**config.mk**
```make
export PLATFORM = sky130hd
export DESIGN_NAME = trap_vec_unit
export DESIGN_NICKNAME = d
export VERILOG_FILES = /design/src/pkg/trap_vec_pkg.sv /design/src/trap_vec_unit.sv
export VERILOG_INCLUDE_DIRS = /design/src /design/src/pkg
export SDC_FILE = /design/constraint.sdc
export NUM_CORES = 1
export LEC_CHECK = 0
export BUFFER_PORTS_ARGS = -buffer_cell sky130_fd_sc_hd__buf_2
export CAP_MARGIN = 20
export CORE_ASPECT_RATIO = 1.25
export CORE_MARGIN = 5
export CORE_UTILIZATION = 50
export CTS_BUF_LIST = sky130_fd_sc_hd__clkbuf_8
export CTS_CLUSTER_SIZE = 24
export DETAILED_ROUTE_END_ITERATION = 12
export PLACE_DENSITY_LB_ADDON = 0.05
export SKIP_LAST_GASP = 1
export SYNTH_ARGS = -nofsm -noshare
export SYNTH_HDL_FRONTEND = slang
export SYNTH_SLANG_ARGS = --single-unit
```
**constraint.sdc**
```tcl
create_clock -name i_core_clk -period 25.5 [get_ports i_core_clk]
set_input_delay 1.275 -clock i_core_clk [delete_from_list [all_inputs] [get_ports i_core_clk]]
set_output_delay 1.275 -clock i_core_clk [all_outputs]
set_load 0.05 [all_outputs]
```
**src/pkg/trap_vec_regs.svh**
```systemverilog
// register offsets, field positions, reset values and trap numbers
`ifndef TRAP_VEC_REGS_SVH
`define TRAP_VEC_REGS_SVH
`define OFF_TRAP_FLAGS   8'h00
`define OFF_NODE_REQ     8'h04
`define OFF_NODE_EN      8'h08
`define OFF_NODE_PRIO_LO 8'h0C
`define OFF_NODE_PRIO_HI 8'h10
`define OFF_STATUS       8'h14
`define OFF_SW_TRAP      8'h18
`define OFF_IRQ_STAT     8'h1C
`define OFF_IRQ_MASK     8'h20
`define OFF_CPU_PRIO     8'h24
`define TF_NMI          7
`define TF_STK_OVER     6
`define TF_STK_UNDER    5
`define TF_UNDEF_OP     4
`define TF_PROT_FAULT   3
`define TF_ILL_OPERAND  2
`define TF_ILL_INSTR    1
`define TF_ILL_BUS      0
`define TN_RESET     7'h00
`define TN_NMI       7'h02
`define TN_STK_OVER  7'h04
`define TN_STK_UNDER 7'h06
`define TN_CLASS_B 7'h0A
`define TN_EXT0    7'h18
`define RST_ZERO   32'h00000000
`define RESP_OKAY  2'h0
`define RESP_SLVERR 2'h2
`endif

```
**src/pkg/trap_vec_pkg.sv**
```systemverilog
// types shared by the trap and interrupt vectoring block
package trap_vec_pkg;
  localparam int NODES = 8;
  typedef enum logic [1:0] {CLS_NONE, CLS_RESET, CLS_A, CLS_B}
    trap_class_type;
  typedef struct packed {
    logic       valid;
    logic [6:0] number;
    logic [8:0] vector;
    logic [3:0] prio;
  } branch_type;
  typedef struct packed {
    logic nmi;
    logic stk_over;
    logic stk_under;
    logic undef_op;
    logic prot_fault;
    logic ill_operand;
    logic ill_instr;
    logic ill_bus;
  } trap_cond_type;
endpackage

```
**src/trap_vec_unit.sv**
```systemverilog
// interrupt and hardware trap vectoring unit with axi4-lite registers
`timescale 1ns/1ps
`include "trap_vec_regs.svh"
module trap_vec_unit (
  input  wire logic                     i_core_clk,    // cpu clock
  input  wire logic                     i_nrst,        // async reset, low
  input  wire logic                     i_ce,          // clock enable
  input  wire logic                     i_sys_reset,   // sw reset/watchdog
  input  wire trap_vec_pkg::trap_cond_type i_trap,     // trap pulses
  input  wire logic [7:0]               i_node_evt,    // peripheral events
  input  wire logic                     i_sw_trap,     // trap instruction
  input  wire logic [6:0]               i_sw_trap_num, // its trap number
  input  wire logic                     i_branch_ack,  // core took branch
  input  wire logic                     i_service_done,// return from service
  output logic                          o_branch_req,  // branch request
  output logic [6:0]                    o_trap_num,    // trap number
  output logic [8:0]                    o_vector,      // vector address
  output logic [3:0]                    o_new_prio,    // priority of entry
  output logic                          o_trap_active, // in trap service
  output logic                          o_irq,         // status interrupt
  input  wire logic [7:0]               s_axi_awaddr,  // write address
  input  wire logic                     s_axi_awvalid, // aw valid
  output logic                          s_axi_awready, // aw ready
  input  wire logic [31:0]              s_axi_wdata,   // write data
  input  wire logic [3:0]               s_axi_wstrb,   // byte strobes
  input  wire logic                     s_axi_wvalid,  // w valid
  output logic                          s_axi_wready,  // w ready
  output logic [1:0]                    s_axi_bresp,   // write response
  output logic                          s_axi_bvalid,  // b valid
  input  wire logic                     s_axi_bready,  // b ready
  input  wire logic [7:0]               s_axi_araddr,  // read address
  input  wire logic                     s_axi_arvalid, // ar valid
  output logic                          s_axi_arready, // ar ready
  output logic [31:0]                   s_axi_rdata,   // read data
  output logic [1:0]                    s_axi_rresp,   // read response
  output logic                          s_axi_rvalid,  // r valid
  input  wire logic                     s_axi_rready   // r ready
);
  import trap_vec_pkg::*;

  // ----------------------------------------------------------------
  // state
  // ----------------------------------------------------------------
  logic [7:0]  trap_flag_register;
  logic [7:0]  node_request_flag;
  logic [7:0]  node_enable;
  logic [31:0] node_prio;
  logic [3:0]  cpu_prio;
  logic [3:0]  prio_stack;
  logic        trap_active;
  logic        reset_pending;
  logic        sw_trap_req;
  logic [6:0]  sw_trap_num_r;
  logic [1:0]  irq_stat;
  logic [1:0]  irq_mask;
  logic [7:0]  aw_addr;
  logic        aw_held;
  logic [31:0] w_data;
  logic        w_held;

  // ----------------------------------------------------------------
  // trap arbitration
  // ----------------------------------------------------------------
  // class a and class b condition groups
  wire [7:0] trap_vec = i_trap;
  wire       cls_a_nmi = i_trap.nmi;
  wire       cls_a_ovf = i_trap.stk_over;
  wire       cls_a_unf = i_trap.stk_under;
  wire       cls_b_any = i_trap.undef_op | i_trap.prot_fault |
                         i_trap.ill_operand | i_trap.ill_instr |
                         i_trap.ill_bus;
  wire       cls_a_any = cls_a_nmi | cls_a_ovf | cls_a_unf;
  // class a may pre-empt a class b service, never another class a
  wire       trap_busy_a;
  logic      active_cls_a;
  assign trap_busy_a = trap_active & active_cls_a;
  wire       take_a = cls_a_any & ~trap_busy_a;
  wire       take_b = cls_b_any & ~trap_active;
  // fixed trap numbers, reset above class a above class b
  wire [6:0] a_num = cls_a_nmi ? `TN_NMI :
                     (cls_a_ovf ? `TN_STK_OVER : `TN_STK_UNDER);
  wire [6:0] hw_num = reset_pending ? `TN_RESET :
                      (take_a ? a_num : `TN_CLASS_B);
  wire       hw_req = reset_pending | take_a | take_b;

  // ----------------------------------------------------------------
  // interrupt node selection
  // ----------------------------------------------------------------
  // pick highest priority enabled node, lowest index on ties
  logic [2:0] best_idx;
  logic [3:0] best_prio;
  logic       best_ok;
  always_comb begin
    best_idx  = 3'h0;
    best_prio = 4'h0;
    best_ok   = 1'b0;
    for (int k = 0; k < NODES; k++) begin
      if (node_request_flag[k] & node_enable[k] &
          (!best_ok || node_prio[4*k +: 4] > best_prio)) begin
        best_ok   = 1'b1;
        best_idx  = 3'(k);
        best_prio = node_prio[4*k +: 4];
      end
    end
  end
  // only a higher level than the running one pre-empts
  wire int_ok = best_ok & (best_prio > cpu_prio) & ~trap_active;
  wire [6:0] int_num = `TN_EXT0 + {4'h0, best_idx};

  // ----------------------------------------------------------------
  // branch request launch
  // ----------------------------------------------------------------
  wire busy = o_branch_req & ~i_branch_ack;
  wire launch_hw = hw_req & ~busy;
  wire launch_sw = sw_trap_req & ~hw_req & ~busy;
  wire launch_int = int_ok & ~hw_req & ~sw_trap_req & ~busy;
  wire [6:0] next_num = launch_hw ? hw_num :
                        (launch_sw ? sw_trap_num_r : int_num);
  wire [3:0] next_prio = launch_hw ? 4'hF :
                         (launch_sw ? cpu_prio : best_prio);
  wire launch = launch_hw | launch_sw | launch_int;

  // branch output registers; vector is always number times four
  always_ff @(posedge i_core_clk or negedge i_nrst) begin
    if (!i_nrst) begin
      o_branch_req <= 1'b1; // hardware reset enters at vector zero
      o_trap_num   <= `TN_RESET;
      o_vector     <= 9'h000;
      o_new_prio   <= 4'hF;
    end else if (i_ce) begin
      if (launch) begin
        o_branch_req <= 1'b1;
        o_trap_num   <= next_num;
        o_vector     <= {next_num, 2'b00};
        o_new_prio   <= next_prio;
      end else if (i_branch_ack) begin
        o_branch_req <= 1'b0;
      end
    end
  end

  // service and priority tracking
  always_ff @(posedge i_core_clk or negedge i_nrst) begin
    if (!i_nrst) begin
      trap_active   <= 1'b1;
      active_cls_a  <= 1'b0;
      cpu_prio      <= 4'h0;
      prio_stack    <= 4'h0;
      reset_pending <= 1'b0;
    end else if (i_ce) begin
      reset_pending <= i_sys_reset | (reset_pending & ~launch_hw);
      if (launch_hw) begin
        trap_active  <= 1'b1;
        active_cls_a <= reset_pending | take_a;
        prio_stack   <= cpu_prio;
        cpu_prio     <= 4'hF;
      end else if (launch_int) begin
        prio_stack <= cpu_prio;
        cpu_prio   <= best_prio;
      end else if (i_service_done) begin
        trap_active  <= 1'b0;
        active_cls_a <= 1'b0;
        cpu_prio     <= prio_stack;
      end
    end
  end

  // ----------------------------------------------------------------
  // flags: hardware set wins over software clear
  // ----------------------------------------------------------------
  wire wr_go = aw_held & w_held & ~s_axi_bvalid;
  wire wr_tf  = wr_go & (aw_addr == `OFF_TRAP_FLAGS);
  wire wr_req = wr_go & (aw_addr == `OFF_NODE_REQ);
  wire wr_en  = wr_go & (aw_addr == `OFF_NODE_EN);
  wire wr_plo = wr_go & (aw_addr == `OFF_NODE_PRIO_LO);
  wire wr_phi = wr_go & (aw_addr == `OFF_NODE_PRIO_HI);
  wire wr_sw  = wr_go & (aw_addr == `OFF_SW_TRAP);
  wire wr_ist = wr_go & (aw_addr == `OFF_IRQ_STAT);
  wire wr_msk = wr_go & (aw_addr == `OFF_IRQ_MASK);
  wire wr_known = wr_tf | wr_req | wr_en | wr_plo | wr_phi | wr_sw |
                  wr_ist | wr_msk;
  wire [7:0] tf_kept = wr_tf ? w_data[7:0] : trap_flag_register;
  wire [7:0] req_base = wr_req ? w_data[7:0] : node_request_flag;
  wire [7:0] req_taken = launch_int ? (8'h01 << best_idx) : 8'h00;
  wire [1:0] irq_evt = {launch_int, launch_hw & ~reset_pending};

  always_ff @(posedge i_core_clk or negedge i_nrst) begin
    if (!i_nrst) begin
      trap_flag_register <= 8'h00;
      node_request_flag  <= 8'h00;
      node_enable        <= 8'h00;
      node_prio          <= `RST_ZERO;
      irq_stat           <= 2'h0;
      irq_mask           <= 2'h0;
      o_irq              <= 1'b0;
      sw_trap_req        <= 1'b0;
      sw_trap_num_r      <= 7'h00;
    end else if (i_ce) begin
      trap_flag_register <= tf_kept | trap_vec;
      node_request_flag  <= (req_base & ~req_taken) | i_node_evt;
      if (wr_en) node_enable <= w_data[7:0];
      if (wr_plo) node_prio[15:0] <= w_data[15:0];
      if (wr_phi) node_prio[31:16] <= w_data[15:0];
      if (wr_msk) irq_mask <= w_data[1:0];
      irq_stat <= (irq_stat & ~(wr_ist ? w_data[1:0] : 2'h0)) | irq_evt;
      o_irq    <= |(irq_stat & irq_mask);
      if (wr_sw | i_sw_trap) begin
        sw_trap_req   <= 1'b1;
        sw_trap_num_r <= i_sw_trap ? i_sw_trap_num : w_data[6:0];
      end else if (launch_sw) begin
        sw_trap_req <= 1'b0;
      end
    end
  end
  assign o_trap_active = trap_active;

  // ----------------------------------------------------------------
  // axi4-lite write channel
  // ----------------------------------------------------------------
  always_ff @(posedge i_core_clk or negedge i_nrst) begin
    if (!i_nrst) begin
      aw_held <= 1'b0;
      w_held  <= 1'b0;
      aw_addr <= 8'h00;
      w_data  <= `RST_ZERO;
      s_axi_bvalid <= 1'b0;
      s_axi_bresp  <= `RESP_OKAY;
    end else if (i_ce) begin
      if (s_axi_awvalid & s_axi_awready) begin
        aw_held <= 1'b1;
        aw_addr <= s_axi_awaddr;
      end
      if (s_axi_wvalid & s_axi_wready) begin
        w_held <= 1'b1;
        w_data <= s_axi_wdata;
      end
      if (wr_go) begin
        aw_held <= 1'b0;
        w_held  <= 1'b0;
        s_axi_bvalid <= 1'b1;
        s_axi_bresp  <= wr_known ? `RESP_OKAY : `RESP_SLVERR;
      end else if (s_axi_bready) begin
        s_axi_bvalid <= 1'b0;
      end
    end
  end
  assign s_axi_awready = ~aw_held & ~s_axi_bvalid;
  assign s_axi_wready  = ~w_held & ~s_axi_bvalid;

  // ----------------------------------------------------------------
  // axi4-lite read channel
  // ----------------------------------------------------------------
  logic [31:0] rd_mux;
  logic        rd_ok;
  always_comb begin
    rd_ok = 1'b1;
    case (s_axi_araddr)
      `OFF_TRAP_FLAGS:   rd_mux = {24'h0, trap_flag_register};
      `OFF_NODE_REQ:     rd_mux = {24'h0, node_request_flag};
      `OFF_NODE_EN:      rd_mux = {24'h0, node_enable};
      `OFF_NODE_PRIO_LO: rd_mux = {16'h0, node_prio[15:0]};
      `OFF_NODE_PRIO_HI: rd_mux = {16'h0, node_prio[31:16]};
      `OFF_STATUS:       rd_mux = {19'h0, trap_active, cpu_prio,
                                   o_branch_req, o_trap_num};
      `OFF_SW_TRAP:      rd_mux = {24'h0, sw_trap_req, sw_trap_num_r};
      `OFF_IRQ_STAT:     rd_mux = {30'h0, irq_stat};
      `OFF_IRQ_MASK:     rd_mux = {30'h0, irq_mask};
      `OFF_CPU_PRIO:     rd_mux = {28'h0, cpu_prio};
      default: begin
        rd_mux = `RST_ZERO;
        rd_ok  = 1'b0;
      end
    endcase
  end

  always_ff @(posedge i_core_clk or negedge i_nrst) begin
    if (!i_nrst) begin
      s_axi_rvalid <= 1'b0;
      s_axi_rdata  <= `RST_ZERO;
      s_axi_rresp  <= `RESP_OKAY;
    end else if (i_ce) begin
      if (s_axi_arvalid & s_axi_arready) begin
        s_axi_rvalid <= 1'b1;
        s_axi_rdata  <= rd_mux;
        s_axi_rresp  <= rd_ok ? `RESP_OKAY : `RESP_SLVERR;
      end else if (s_axi_rready) begin
        s_axi_rvalid <= 1'b0;
      end
    end
  end
  assign s_axi_arready = ~s_axi_rvalid;
endmodule

```
Word-level counts from Yosys, hierarchy flattened
Cells that the tools add are included.
Word-level totals
  output and inout port bits: 64
  bits of input ports: 87
  logic and storage cells: 244
  flip-flop bits (word level): 156
Cells by class
  shifts and indexed selects: 1
  eq/ne operators: 17
  magnitude comparators: 8
  muxes and demuxes: 61
  reductions and logical operators: 46
  bitwise operators: 83
  add/subtract/negate cells: 1
Operator list (number)
  16-bit one-hot mux with 10 select lines: 1
  4-bit 2-to-1 mux: 17
  8-bit by 5-bit == test with 1-bit output (second input constant): 7
  1-bit AND: 44
  2-bit AND reduction: 18
  8-bit by 4-bit == test with 1-bit output (second input constant): 4
  4-bit greater-than comparator: 8
  1-bit 2-to-1 mux: 26
  8-bit by 6-bit == test with 1-bit output (second input constant): 3
  8-bit 2-to-1 mux: 3
  7-bit 2-to-1 mux: 3
  1-bit OR: 19
  8-bit by 3-bit == test with 1-bit output (second input constant): 2
  8-bit zero test: 2
  8-bit OR: 2
  2-bit nonzero test: 8
  3-bit 2-to-1 mux: 5
  2-bit 2-to-1 mux: 6
  1-bit NOT: 12
  10-bit OR reduction: 1
  8-bit AND: 1
  8-bit NOT: 1
  1-bit by 3-bit left shift with 8-bit output (first input constant): 1
  1-bit zero test: 7
  other kinds (9): 16

Depth between registers and ports, before layout
Gate-level depths: netlist of run 1.
  depth in word-level cells: 40
  gate-level depth with buffers: 70
  depth with buffers taken out: 65

Worst setup path after synthesis of run 1
Ideal clock, no wire load.
  path type: flip-flop to flip-flop
  from: register node_request_flag[0]
  to: register cpu_prio[2]
  slack: 13.367 ns
  period minus slack after synthesis: 12.133 ns
  arrival time: 12.051 ns
  cell stages (with the launch flop): 66
  data required time: 25.418 ns
  buffers on the path: 5
  cells stage by stage: dfrtp_1 > and2_1 > buf_6 > nand2_1 > ha_1 > and4_2 > a211o_2 > and2_2 > a21oi_1 > ha_1 > nor2b_1 > o211ai_1 > a21o_2 > nor2_1 > or2_2 > ha_1 > nor2b_1 > o21ai_0 > [30 not listed] > nor2b_1 > o21a_1 > o21a_1 > o21ai_0 > a21oi_1 > clkbuf_1 > and2_1 > a211o_1 > ha_1 > nor2b_1 > o21ai_0 > nand2b_1 > a21oi_1 > a2111o_1 > o21ai_2 > a21oi_1 > mux2_2 > a31oi_1
Between the ends
  word-level cells in the longest chain between the ends: 38
  elaborated cells on any way between the ends: 55
  those cells by class: 8 x order compare; 18 x mux; 13 x bitwise; 16 x reduce/logical
RTL lines
  start: declaration: RTL line trap_vec_unit.sv:45  | logic [7:0] node_request_flag;
  start signal: assignment: RTL line trap_vec_unit.sv:200  | node_request_flag <= (req_base & ~req_taken) | i_node_evt;
  1-bit AND (*): RTL line trap_vec_unit.sv:98  | if (node_request_flag[k] & node_enable[k] &
  4-bit 2-to-1 mux or 1-bit 2-to-1 mux (tied branches): RTL line trap_vec_unit.sv:98
  4-bit greater-than comparator or 1-bit zero test (tied branches): RTL line trap_vec_unit.sv:99  | (!best_ok || node_prio[4*k +: 4] > best_prio)) begin
  1-bit logical OR: RTL line trap_vec_unit.sv:99
  1-bit AND: RTL line trap_vec_unit.sv:98
  4-bit 2-to-1 mux or 1-bit 2-to-1 mux (tied branches): RTL line trap_vec_unit.sv:98
  4-bit greater-than comparator or 1-bit zero test (tied branches): RTL line trap_vec_unit.sv:99
  1-bit logical OR: RTL line trap_vec_unit.sv:99
  [19 not listed]
  1-bit logical OR: RTL line trap_vec_unit.sv:99
  1-bit AND: RTL line trap_vec_unit.sv:98
  4-bit 2-to-1 mux: RTL line trap_vec_unit.sv:98
  4-bit greater-than comparator: RTL line trap_vec_unit.sv:107  | wire int_ok = best_ok & (best_prio > cpu_prio) & ~trap_active;
  1-bit AND (2 in series): RTL line trap_vec_unit.sv:107
  1-bit AND (3 in series): RTL line trap_vec_unit.sv:116  | wire launch_int = int_ok & ~hw_req & ~sw_trap_req & ~busy;
  3-bit nonzero test (no line) or 4-bit 2-to-1 mux (tied branches)
  2-bit AND reduction (no line) or 4-bit 2-to-1 mux (tied branches)
  end signal: assignment: RTL line trap_vec_unit.sv:159  | cpu_prio <= best_prio;
  end signal: assignment: RTL line trap_vec_unit.sv:163  | cpu_prio <= prio_stack;
  end: declaration: RTL line trap_vec_unit.sv:48  | logic [3:0] cpu_prio;
Mark *: on every way between the ends. The rest lies on a longest branch, timed or not.
A chain may end at the register's enable or synchronous reset.

Final worst setup path of run 1
Ends and elaborated chain as after synthesis.

==> results of run 1 <==
## routing by layer
layer  GRT usage  share of wire  up-vias
met1       0.371           0.41     3553
met4      0.0913          0.026        0
met3      0.0550          0.071       42
li1            -              -     3252
met2       0.455           0.49      301
met5           0              0        -
## power by group
part           switching (mW)  internal, mW
clock                  0.0954        0.0690
sequential             0.0827         0.272
combinational           0.250         0.154
## logic make-up (layout without fill, tap and decap cells)
family | after synthesis | count (layout) | share of synthesized area
mux | 81 | 81 | 0.111
fa+ha+maj | 31 | 31 | 0.0476
other cells | 1 | 20 | 0.000460
buf+inv | 87 | 180 | 0.0565
compound gates | 248 | 248 | 0.221
flops | 138 | 138 | 0.425
simple gates | 240 | 240 | 0.139
## state kept, by name (all words and copies together), names as in the netlist, 8 cells and up
signal / count
w_data: 16
node_request_flag: 8
aw_addr: 8
node_prio: 32
trap_flag_register: 8
node_enable: 8
s_axi_rdata: 16
## critical path: cells and delay by family, from the launching register on
family	cells	cell delay, ns
compound gates	34	8.31
fa+ha+maj	8	2.31
buf+inv	1	0.06
flops	1	0.57
mux	1	0.39
simple gates	16	3.24
## cells in the mapped netlist (6+ instances only)
cell	count
nand2b_1	9
a32o_1	6
o211ai_1	9
nand2_1	91
a22oi_1	21
a21oi_1	42
a22o_1	8
and2_1	7
nor2_1	54
nand3_1	15
a31oi_1	17
nor2b_1	15
mux2_2	66
mux2i_1	14
a222oi_1	10
a221o_1	11
clkbuf_1	23
dfstp_2	6
o22ai_1	6
inv_1	27
nand4_1	8
ha_1	31
buf_4	29
nor3_1	13
o21ai_0	44
dfrtp_1	132
a21o_1	12
## metrics by stage
stage / util / setup slack [ns] / area (sq um)
2_1_floorplan: - / 13.37 / 8220
3_3_place_gp: 0.544 / 11.09 / 8770
6_report: 0.566 / 10.51 / 9130
4_1_cts: 0.565 / 10.62 / 9120
5_1_grt: 0.566 / 9.49 / 9130
3_5_place_dp: 0.544 / 10.69 / 8770
## layout make-up
type                            instances  share of cell area
Multi-Input combinational cell        620               0.472
Tap cell                              216              0.0296
Sequential cell                       138               0.379
Inverter                               27              0.0111
Clock buffer                           17              0.0256
Clock inverter                         15              0.0128
Timing Repair Buffer                  121              0.0698
## worst min path at each step
stage	to	slack [ns]	depth (start not counted)
floorplan	node_prio[26]$_DFFE_PN0P_	0.46	2
global placement	s_axi_rdata[6]$_DFFE_PN0P_	0.45	1
detailed placement	s_axi_rdata[3]$_DFFE_PN0P_	0.46	1
CTS	s_axi_rdata[3]$_DFFE_PN0P_	0.48	1
global route	s_axi_rdata[3]$_DFFE_PN0P_	0.49	1
finish	s_axi_rdata[11]$_DFFE_PN0P_	0.48	2
==> impl_metrics.csv, run 1 <==
group,metric,value,unit
outcome,outcome,"finished clean",
pwr,ir_worst_vdd,0.0000585,V
logic_synthesis,async_reset_ff_frac,1.00,
detailed_routing,drt_iter0_drc,745,
logic_synthesis,synth_edf_count,0,
pwr,power.total,923,uW
detailed_routing,vias_per_cell,6.19,
flow_run,maxCapViolCount,0,
pwr,leakage,4.20,nW
critical_path,r2r-start,"node_request_flag[0]$_DFFE_PN0P_",
layout,drive_gt1_frac,0.265,
clocking,cts.sinks,138,
detailed_routing,vias,7148,
global_routing,antenna_found_initial,0,
global_routing,grt_usage,0.279,
logic_synthesis,ys_warn_count,0,
placed_design,dp_hpwl,19400,um
layout,area_growth,12.0,%
logic_synthesis,yosys_register_bits,138,
layout,nNetsFinal,1043,
logic_synthesis,synthCells,826,
timing,setup_viol,0,
floorplan,start_util,0.505,
critical_path,r2r_slack,10.51,ns
layout,ff_latch_area,3460,sq um
detailed_routing,wl_per_cell,22.2,um
clocking,cts_htree_levels,4,
timing,drv_slew,0,
critical_path,cp_slowest_stage_delay,0.75,ns
floorplan,fp.dieW,124,um
floorplan,core,16100,sq um
global_routing,grt_max_degree,78,
detailed_routing,wl,25600,um
critical_path,cp-start-kind,"flip-flop",
timing,hold_viol,0,
logic_synthesis,yosysTopAreaCellShare,0.405,
layout,multi_input_area,4310,sq um
global_routing,grt_pass1_wl,40600,um
timing,hold_slack,0.479,ns
logic_synthesis,syn_area_per_cell,9.87,sq um
timing,totalNegativeSetupSlack,0,ns
layout,nFillCells,1530,
critical_path,reg2reg_depth,60,
global_routing,grt_pass1_vias,7306,
critical_path,crit_top_cell,"ha_1",
critical_path,worstSetupStartpoint,"node_request_flag[0]$_DFFE_PN0P_",
critical_path,crit_arrival,15.36,ns
critical_path,r2r_end,"cpu_prio[2]$_DFFE_PN0P_",
layout,stdcell_count,1154,
global_routing,grt_overflow_total,0,
clocking,clkSlewWorstSetupHoldPaths,0.09,ns
clocking,clock_latency,0.45,ns
layout,diodes,0,
layout,layout.cells.most_common,"dfrtp_1",
critical_path,path_max_fanout,12,
critical_path,cp.required,25.87,ns
worst_hold_path,hp-class,"flip-flop to flip-flop",
clocking,hold_buffers,0,
timing,worstMarginPinSlew,1.15,ns
pwr,powerDensity,101,nW/um^2
critical_path,crit_end,"cpu_prio[2]$_DFFE_PN0P_",
detailed_routing,antenna_left,0,
clocking,post_cts_buffers,0,
placed_design,port_buffers,110,
logic_synthesis,synth_cell_types,76,
timing,final.period_utilization,0.588,
timing,timing.slew.headroom,0.227,
logic_synthesis,ys_seq_area_frac,0.425,
clocking,cts_buffers,17,
floorplan,boundaryPins,151,
placed_design,placed_cells,1121,
floorplan,dieArea,19000,sq um
worst_hold_path,worstHoldStart,"s_axi_rdata[11]$_DFFE_PN0P_",
logic_synthesis,ys.flop_type,"dfrtp_1",
floorplan,row_count,52,
critical_path,end_kind,"flip-flop",
floorplan,die_h,153,um
timing,finalClockSkew,0.00992,ns
clocking,ctsResizeCount,0,
logic_synthesis,netlist_area,8150,sq um
logic_synthesis,post-synth-top-area-cell,"dfrtp_1",
timing,max_freq,66.7,MHz
timing,final.min_clock_period,14.99,ns
critical_path,critPathSlowestCell,"a21oi_1",
clocking,clock-root-buffer,"clkbuf_8",
placed_design,place_congestion,0.963,
detailed_routing,firstDrtPassIters,5,
layout,final_cell_mix,"dfrtp_1 (132), buf_2 (110), nand2_1 (91)",
critical_path,path_class,"flip-flop to flip-flop",
clocking,cts_tree,"built",
detailed_routing,drc,0,
timing,rsz0062_at_grt,"no",
clocking,clockBufferDepth,2,
logic_synthesis,yosys-top-cells-area,"dfrtp_1 (41%), mux2_2 (9.1%), ha_1 (4.8%), nand2_1 (4.2%), o21ai_0 (2.7%)",
No activity file was read; power rests on OpenSTA's default activity.
==> inputs of run 2 (changes only) <==
Settings changed: ABC_AREA from default to 1.
Clock period 25.5 ns to 12.36 ns, I/O delays scaled along.
==> impl_metrics.csv, run 2 <==
group,metric,value,unit
timing,drv_slew,0,
logic_synthesis,ys_warn_count,0,
logic_synthesis,yosysTopAreaCellShare,0.410,
logic_synthesis,async_reset_ff_frac,1.00,
timing,finalClockSkew,0.0124,ns
critical_path,r2r_slack,1.31,ns
placed_design,port_buffers,110,
critical_path,cp_slowest_stage_delay,0.42,ns
detailed_routing,drc,0,
timing,rsz0062_at_grt,"no",
logic_synthesis,synth_commonest_cells,"nand2_1 (274), o21ai_0 (139), dfrtp_1 (132), inv_1 (122), nor2_1 (61)",
detailed_routing,vias,7367,
critical_path,cp-start-kind,"flip-flop",
logic_synthesis,ys.flop_type,"dfrtp_1",
floorplan,boundaryPins,151,
logic_synthesis,post-synth-top-area-cell,"dfrtp_1",
detailed_routing,drt_iter0_drc,646,
clocking,clkSlewWorstSetupHoldPaths,0.08,ns
timing,worstMarginPinSlew,0.871,ns
global_routing,grt_pass1_wl,38300,um
layout,top_regs,"node_prio (32), s_axi_rdata (16), w_data (16)",
critical_path,crit_arrival,11.43,ns
detailed_routing,vias_per_cell,5.35,
clocking,cts_htree_levels,4,
logic_synthesis,ys_seq_area_frac,0.430,
floorplan,row_count,52,
flow_run,maxCapViolCount,0,
timing,final.period_utilization,0.894,
timing,finalWorstSetupSlack,1.31,ns
critical_path,crit_top_cell,"nand2_1",
outcome,outcome,"finished clean",
placed_design,place_congestion,1.00,
timing,timing.slew.headroom,0.417,
clocking,clockBufferDepth,2,
floorplan,fp.dieW,124,um
timing,totalNegativeSetupSlack,0,ns
clocking,cts.sinks,138,
worst_hold_path,hp-class,"input port to async pin",
critical_path,crit_end,"o_new_prio[0]$_DFFE_PN1P_",
logic_synthesis,synth_edf_count,0,
floorplan,dieArea,18800,sq um
layout,nFillCells,1638,
critical_path,path_class,"flip-flop to flip-flop",
floorplan,core,16000,sq um
logic_synthesis,yosysMostFrequentCell,"nand2_1",
logic_synthesis,synth_compound_area_frac,0.181,
detailed_routing,firstDrtPassIters,5,
detailed_routing,wl_per_cell,17.8,um
layout,layout.cells.most_common,"nand2_1",
critical_path,reg2reg_depth,83,
timing,max_freq,90.5,MHz
layout,nNetsFinal,1267,
floorplan,die_h,152,um
detailed_routing,antenna_left,0,
floorplan,start_util,0.503,
timing,setup_viol,0,
logic_synthesis,yosys-top-cells-area,"dfrtp_1 (41%), nand2_1 (13%), o21ai_0 (8.6%), inv_1 (5.7%), ha_1 (4.8%)",
layout,regMostFlops,"node_prio",
logic_synthesis,netlist_area,8060,sq um
critical_path,end_kind,"flip-flop",
global_routing,grt_usage,0.267,
logic_synthesis,yosys.area_share.simple,0.235,
clocking,cts_buffers,17,
layout,largest_reg_flops,32,
layout,area_growth,13.4,%
layout,drive_gt1_frac,0.179,
critical_path,r2r-start,"node_request_flag[0]$_DFFE_PN0P_",
global_routing,grt_max_degree,85,
logic_synthesis,synth_top_family_by_area,"simple AND/OR/NAND/NOR gates",
clocking,cts_tree,"built",
critical_path,r2r_end,"o_new_prio[0]$_DFFE_PN1P_",
logic_synthesis,yosys_register_bits,138,
logic_synthesis,muxShareOfSynthArea,0,
placed_design,dp_hpwl,19000,um
layout,diodes,0,
global_routing,grt_overflow_total,0,
logic_synthesis,syn_area_per_cell,7.69,sq um
clocking,clock-root-buffer,"clkbuf_8",
clocking,clock_latency,0.46,ns
logic_synthesis,synth_cell_types,50,
logic_synthesis,post_synth_fa_ha_maj_area_fraction,0.0482,
timing,hold_viol,0,
global_routing,grt_pass1_vias,7043,
logic_synthesis,synthCells,1048,
critical_path,worstSetupStartpoint,"node_request_flag[0]$_DFFE_PN0P_",
logic_synthesis,synth_xor_area_frac,0,
detailed_routing,wl,24500,um
placed_design,dp_slack,1.04,ns
critical_path,path_max_fanout,12,
layout,final_cell_mix,"nand2_1 (274), o21ai_0 (136), dfrtp_1 (132)",
timing,final.min_clock_period,11.05,ns
global_routing,antenna_found_initial,0,
critical_path,critPathSlowestCell,"dfrtp_1",
critical_path,cp.required,12.74,ns
[run 2: cell count changes after synthesis, sizes merged, moves of 14 or more]
cell	change
nor2	+18
o21ai	+103
inv	+104
nor2b	-16
a31oi	-14
mux2	-66
nand3	+25
nand2	+201
mux2i	-15
a22oi	-15
[run 2: kinds of logic after synthesis]
group | count (synthesis)
AND/OR/NAND/NOR | 436
AO/OA/AOI/OAI | 252
buffers and inverters | 190
flip-flops | 138
adder cells (fa/ha/maj) | 31
other | 1
[run 2: critical path, delay by kind of cell, from the launching register on]
family,cells,cell delay [ns]
AOI/OAI and AO/OA,18,2.54
DFF,1,0.42
adders and majority gates,8,2.29
and+or+nand+nor,44,4.49
buffers and inverters,13,1.15
[run 2: metal layers]
metal | GRT usage | up-vias | wire (um)
met5 | 0 | - | 0
met4 | 0.0945 | 0 | 726
met3 | 0.0372 | 49 | 1420
met2 | 0.439 | 258 | 11900
met1 | 0.360 | 3434 | 10500
li1 | - | 3626 | -
[run 2: how the worst min path moves through the flow]
stage,to,from,slack (ns)
after global placement,s_axi_rdata[0]$_DFFE_PN0P_,s_axi_rdata[0]$_DFFE_PN0P_,0.46
after CTS,s_axi_rdata[8]$_DFFE_PN0P_,i_nrst,0.24
after global routing,s_axi_rdata[10]$_DFFE_PN0P_,i_nrst,0.28
after floorplan,active_cls_a$_DFFE_PN0P_,i_nrst,0.32
final,s_axi_rdata[10]$_DFFE_PN0P_,i_nrst,0.21
after detailed placement,s_axi_rdata[6]$_DFFE_PN0P_,s_axi_rdata[6]$_DFFE_PN0P_,0.46
[run 2: per-stage QoR]
stage                     instances  hold slack [ns]  cell area [sq um]   util
after global placement         1344            0.460               8650  0.541
final                          1378            0.215               9130  0.571
after floorplan                1067            0.322               8130      -
after detailed placement       1344            0.461               8650  0.541
after CTS                      1376            0.237               9100  0.568
after global routing           1378            0.281               9130  0.571
[run 2: area by class of cell]
type,instances,area (sq um),share of cell area
multi-input combinational,739,3820,0.419
clock inverter,12,171,0.0188
clock buffer,20,275,0.0301
inverter,138,531,0.0581
sequential,138,3460,0.379
timing repair buffer,115,602,0.0659
tap,216,270,0.0296
[run 2: repair_timing]
item                                    4_1_cts  5_1_grt
hold buffers                                  0        0
buffers inserted                              0        1
endpoints found under the setup margin        0       22
gates resized for setup                       0        5
endpoints found under the hold margin         0        0
Power of run 2 is left out: the tool's default activity adds up to more than one toggle a clock period on the data nets, which glitch-free logic cannot reach.
==> inputs of run 3 (changes only) <==
Settings changed: CORE_MARGIN 5 to 1.5, CORE_UTILIZATION 50 to 45.
Clock period 12.36 ns to 13.31 ns, I/O delays scaled along.
==> impl_metrics.csv, run 3 (synthesized netlist as in run 2, its figures left out) <==
group,metric,value,unit
detailed_routing,vias_per_cell,5.31,
layout,largest_reg_flops,32,
timing,drv_slew,0,
flow_run,maxCapViolCount,0,
worst_hold_path,hp-class,"input port to async pin",
layout,finish.utilization,0.517,
timing,timing.slew.headroom,0.343,
clocking,ctsResizeCount,0,
detailed_routing,drc,0,
global_routing,grt_pass1_vias,7004,
floorplan,fp.dieW,123,um
timing,worstMarginPinSlew,0.986,ns
floorplan,die_h,153,um
critical_path,end_kind,"flip-flop",
clocking,cts_tree,"built",
detailed_routing,top_layer_used,"met4",
layout,top_regs,"node_prio (32), s_axi_rdata (16), w_data (16)",
critical_path,crit_arrival,11.65,ns
timing,setup_viol,0,
floorplan,start_util,0.460,
critical_path,path_max_fanout,12,
layout,final_cell_mix,"nand2_1 (274), o21ai_0 (139), dfrtp_1 (132)",
clocking,cts_htree_levels,4,
layout,nNetsFinal,1266,
floorplan,dieArea,18700,sq um
timing,final.period_utilization,0.846,
critical_path,cp.required,13.70,ns
detailed_routing,routed-wl-met2,11400,um
critical_path,crit_buf_inv,15,
detailed_routing,wl_per_cell,17.6,um
detailed_routing,wl_met3,1250,um
timing,max_freq,88.8,MHz
outcome,outcome,"finished clean",
detailed_routing,drt_iter0_drc,545,
timing,rsz0062_at_grt,"no",
clocking,clock_latency,0.47,ns
timing,totalNegativeSetupSlack,0,ns
layout,diodes,0,
placed_design,port_buffers,110,
critical_path,crit_family,"simple AND/OR/NAND/NOR gates",
critical_path,critPathSlowestCell,"dfrtp_1",
critical_path,path_class,"flip-flop to flip-flop",
floorplan,row_count,54,
layout,regMostFlops,"node_prio",
clocking,cts_buffers,17,
global_routing,grt_usage,0.271,
global_routing,grt_max_degree,75,
layout,area_growth,12.3,%
critical_path,cp-start-kind,"flip-flop",
timing,hold_viol,0,
detailed_routing,vias,7353,
placed_design,place_congestion,0.932,
critical_path,crit_top_cell,"nand2_1",
clocking,clkSlewWorstSetupHoldPaths,0.09,ns
detailed_routing,wl_met1,10800,um
clocking,clock-root-buffer,"clkbuf_8",
detailed_routing,antenna_left,0,
detailed_routing,firstDrtPassIters,5,
critical_path,cp_slowest_stage_delay,0.43,ns
clocking,clockBufferDepth,2,
floorplan,core,17500,sq um
global_routing,antenna_found_initial,0,
clocking,cts.sinks,138,
clocking,post_cts_buffers,0,
clocking,hold_buffers,0,
layout,drive_gt1_frac,0.177,
timing,finalClockSkew,0.0158,ns
detailed_routing,wl,24400,um
layout,layout.cells.most_common,"nand2_1",
floorplan,boundaryPins,151,
timing,final.min_clock_period,11.26,ns
global_routing,grt_pass1_wl,38300,um
global_routing,grt_overflow_total,0,
placed_design,dp_hpwl,18800,um
run 3: changes by cell type in the layout (fill, tap and decap cells not counted):
| cell | before | now |
|---|---|---|
| nand3_4 | 2 | 1 |
| buf_4 | 4 | 3 |
| clkbuf_8 | 20 | 18 |
| o21ai_1 | 14 | 11 |
| inv_1 | 122 | 123 |
| inv_6 | 1 | 4 |
| nand3_2 | 4 | 5 |
| bufinv_16 | 4 | 1 |
| o21ai_0 | 136 | 139 |
| clkinvlp_4 | 3 | 4 |
run 3: routing by layer:
layer / global-route usage / vias up
li1: - / 3613
met3: 0.0468 / 64
met1: 0.364 / 3420
met5: 0 / -
met4: 0.114 / 0
met2: 0.427 / 256
run 3: final timing paths:
| check | from | cells past startpoint | end | slack, ns |
|---|---|---|---|---|
| setup reg to reg | node_request_flag[0]$_DFFE_PN0P_ | 86 | o_new_prio[0]$_DFFE_PN1P_ | 2.05 |
| hold / removal | i_nrst | 1 | s_axi_rdata[10]$_DFFE_PN0P_ | 0.18 |
| hold reg to reg | s_axi_rdata[7]$_DFFE_PN0P_ | 2 | s_axi_rdata[7]$_DFFE_PN0P_ | 0.48 |
| setup / recovery | node_request_flag[0]$_DFFE_PN0P_ | 86 | o_new_prio[0]$_DFFE_PN1P_ | 2.05 |
| max in group asynchronous | i_nrst | 2 | node_prio[7]$_DFFE_PN0P_ | 11.70 |
| min in group i_core_clk | s_axi_awaddr[0] | 3 | aw_addr[0]$_DFFE_PN0P_ | 0.38 |
run 3: layout make-up:
| cell class | instances | area (sq um) |
|---|---|---|
| Clock buffer | 18 | 248 |
| Inverter | 138 | 527 |
| Fill cell | 1767 | 8450 |
| Tap cell | 224 | 280 |
| Timing Repair Buffer | 114 | 594 |
| Multi-Input combinational cell | 739 | 3810 |
| Clock inverter | 14 | 123 |
| Sequential cell | 138 | 3460 |
run 3: metrics by stage:
| step | std cells | hold WS (ns) | worst slack (ns) | area, sq um |
|---|---|---|---|---|
| 2_1_floorplan | 1067 | 0.370 | 4.18 | 8130 |
| 3_3_place_gp | 1352 | 0.457 | 2.10 | 8660 |
| 3_5_place_dp | 1352 | 0.461 | 2.08 | 8660 |
| 4_1_cts | 1384 | 0.195 | 2.02 | 9030 |
| 5_1_grt | 1385 | 0.225 | 0.830 | 9050 |
| 6_report | 1385 | 0.178 | 2.05 | 9050 |
Power of run 3 is left out for the same reason.
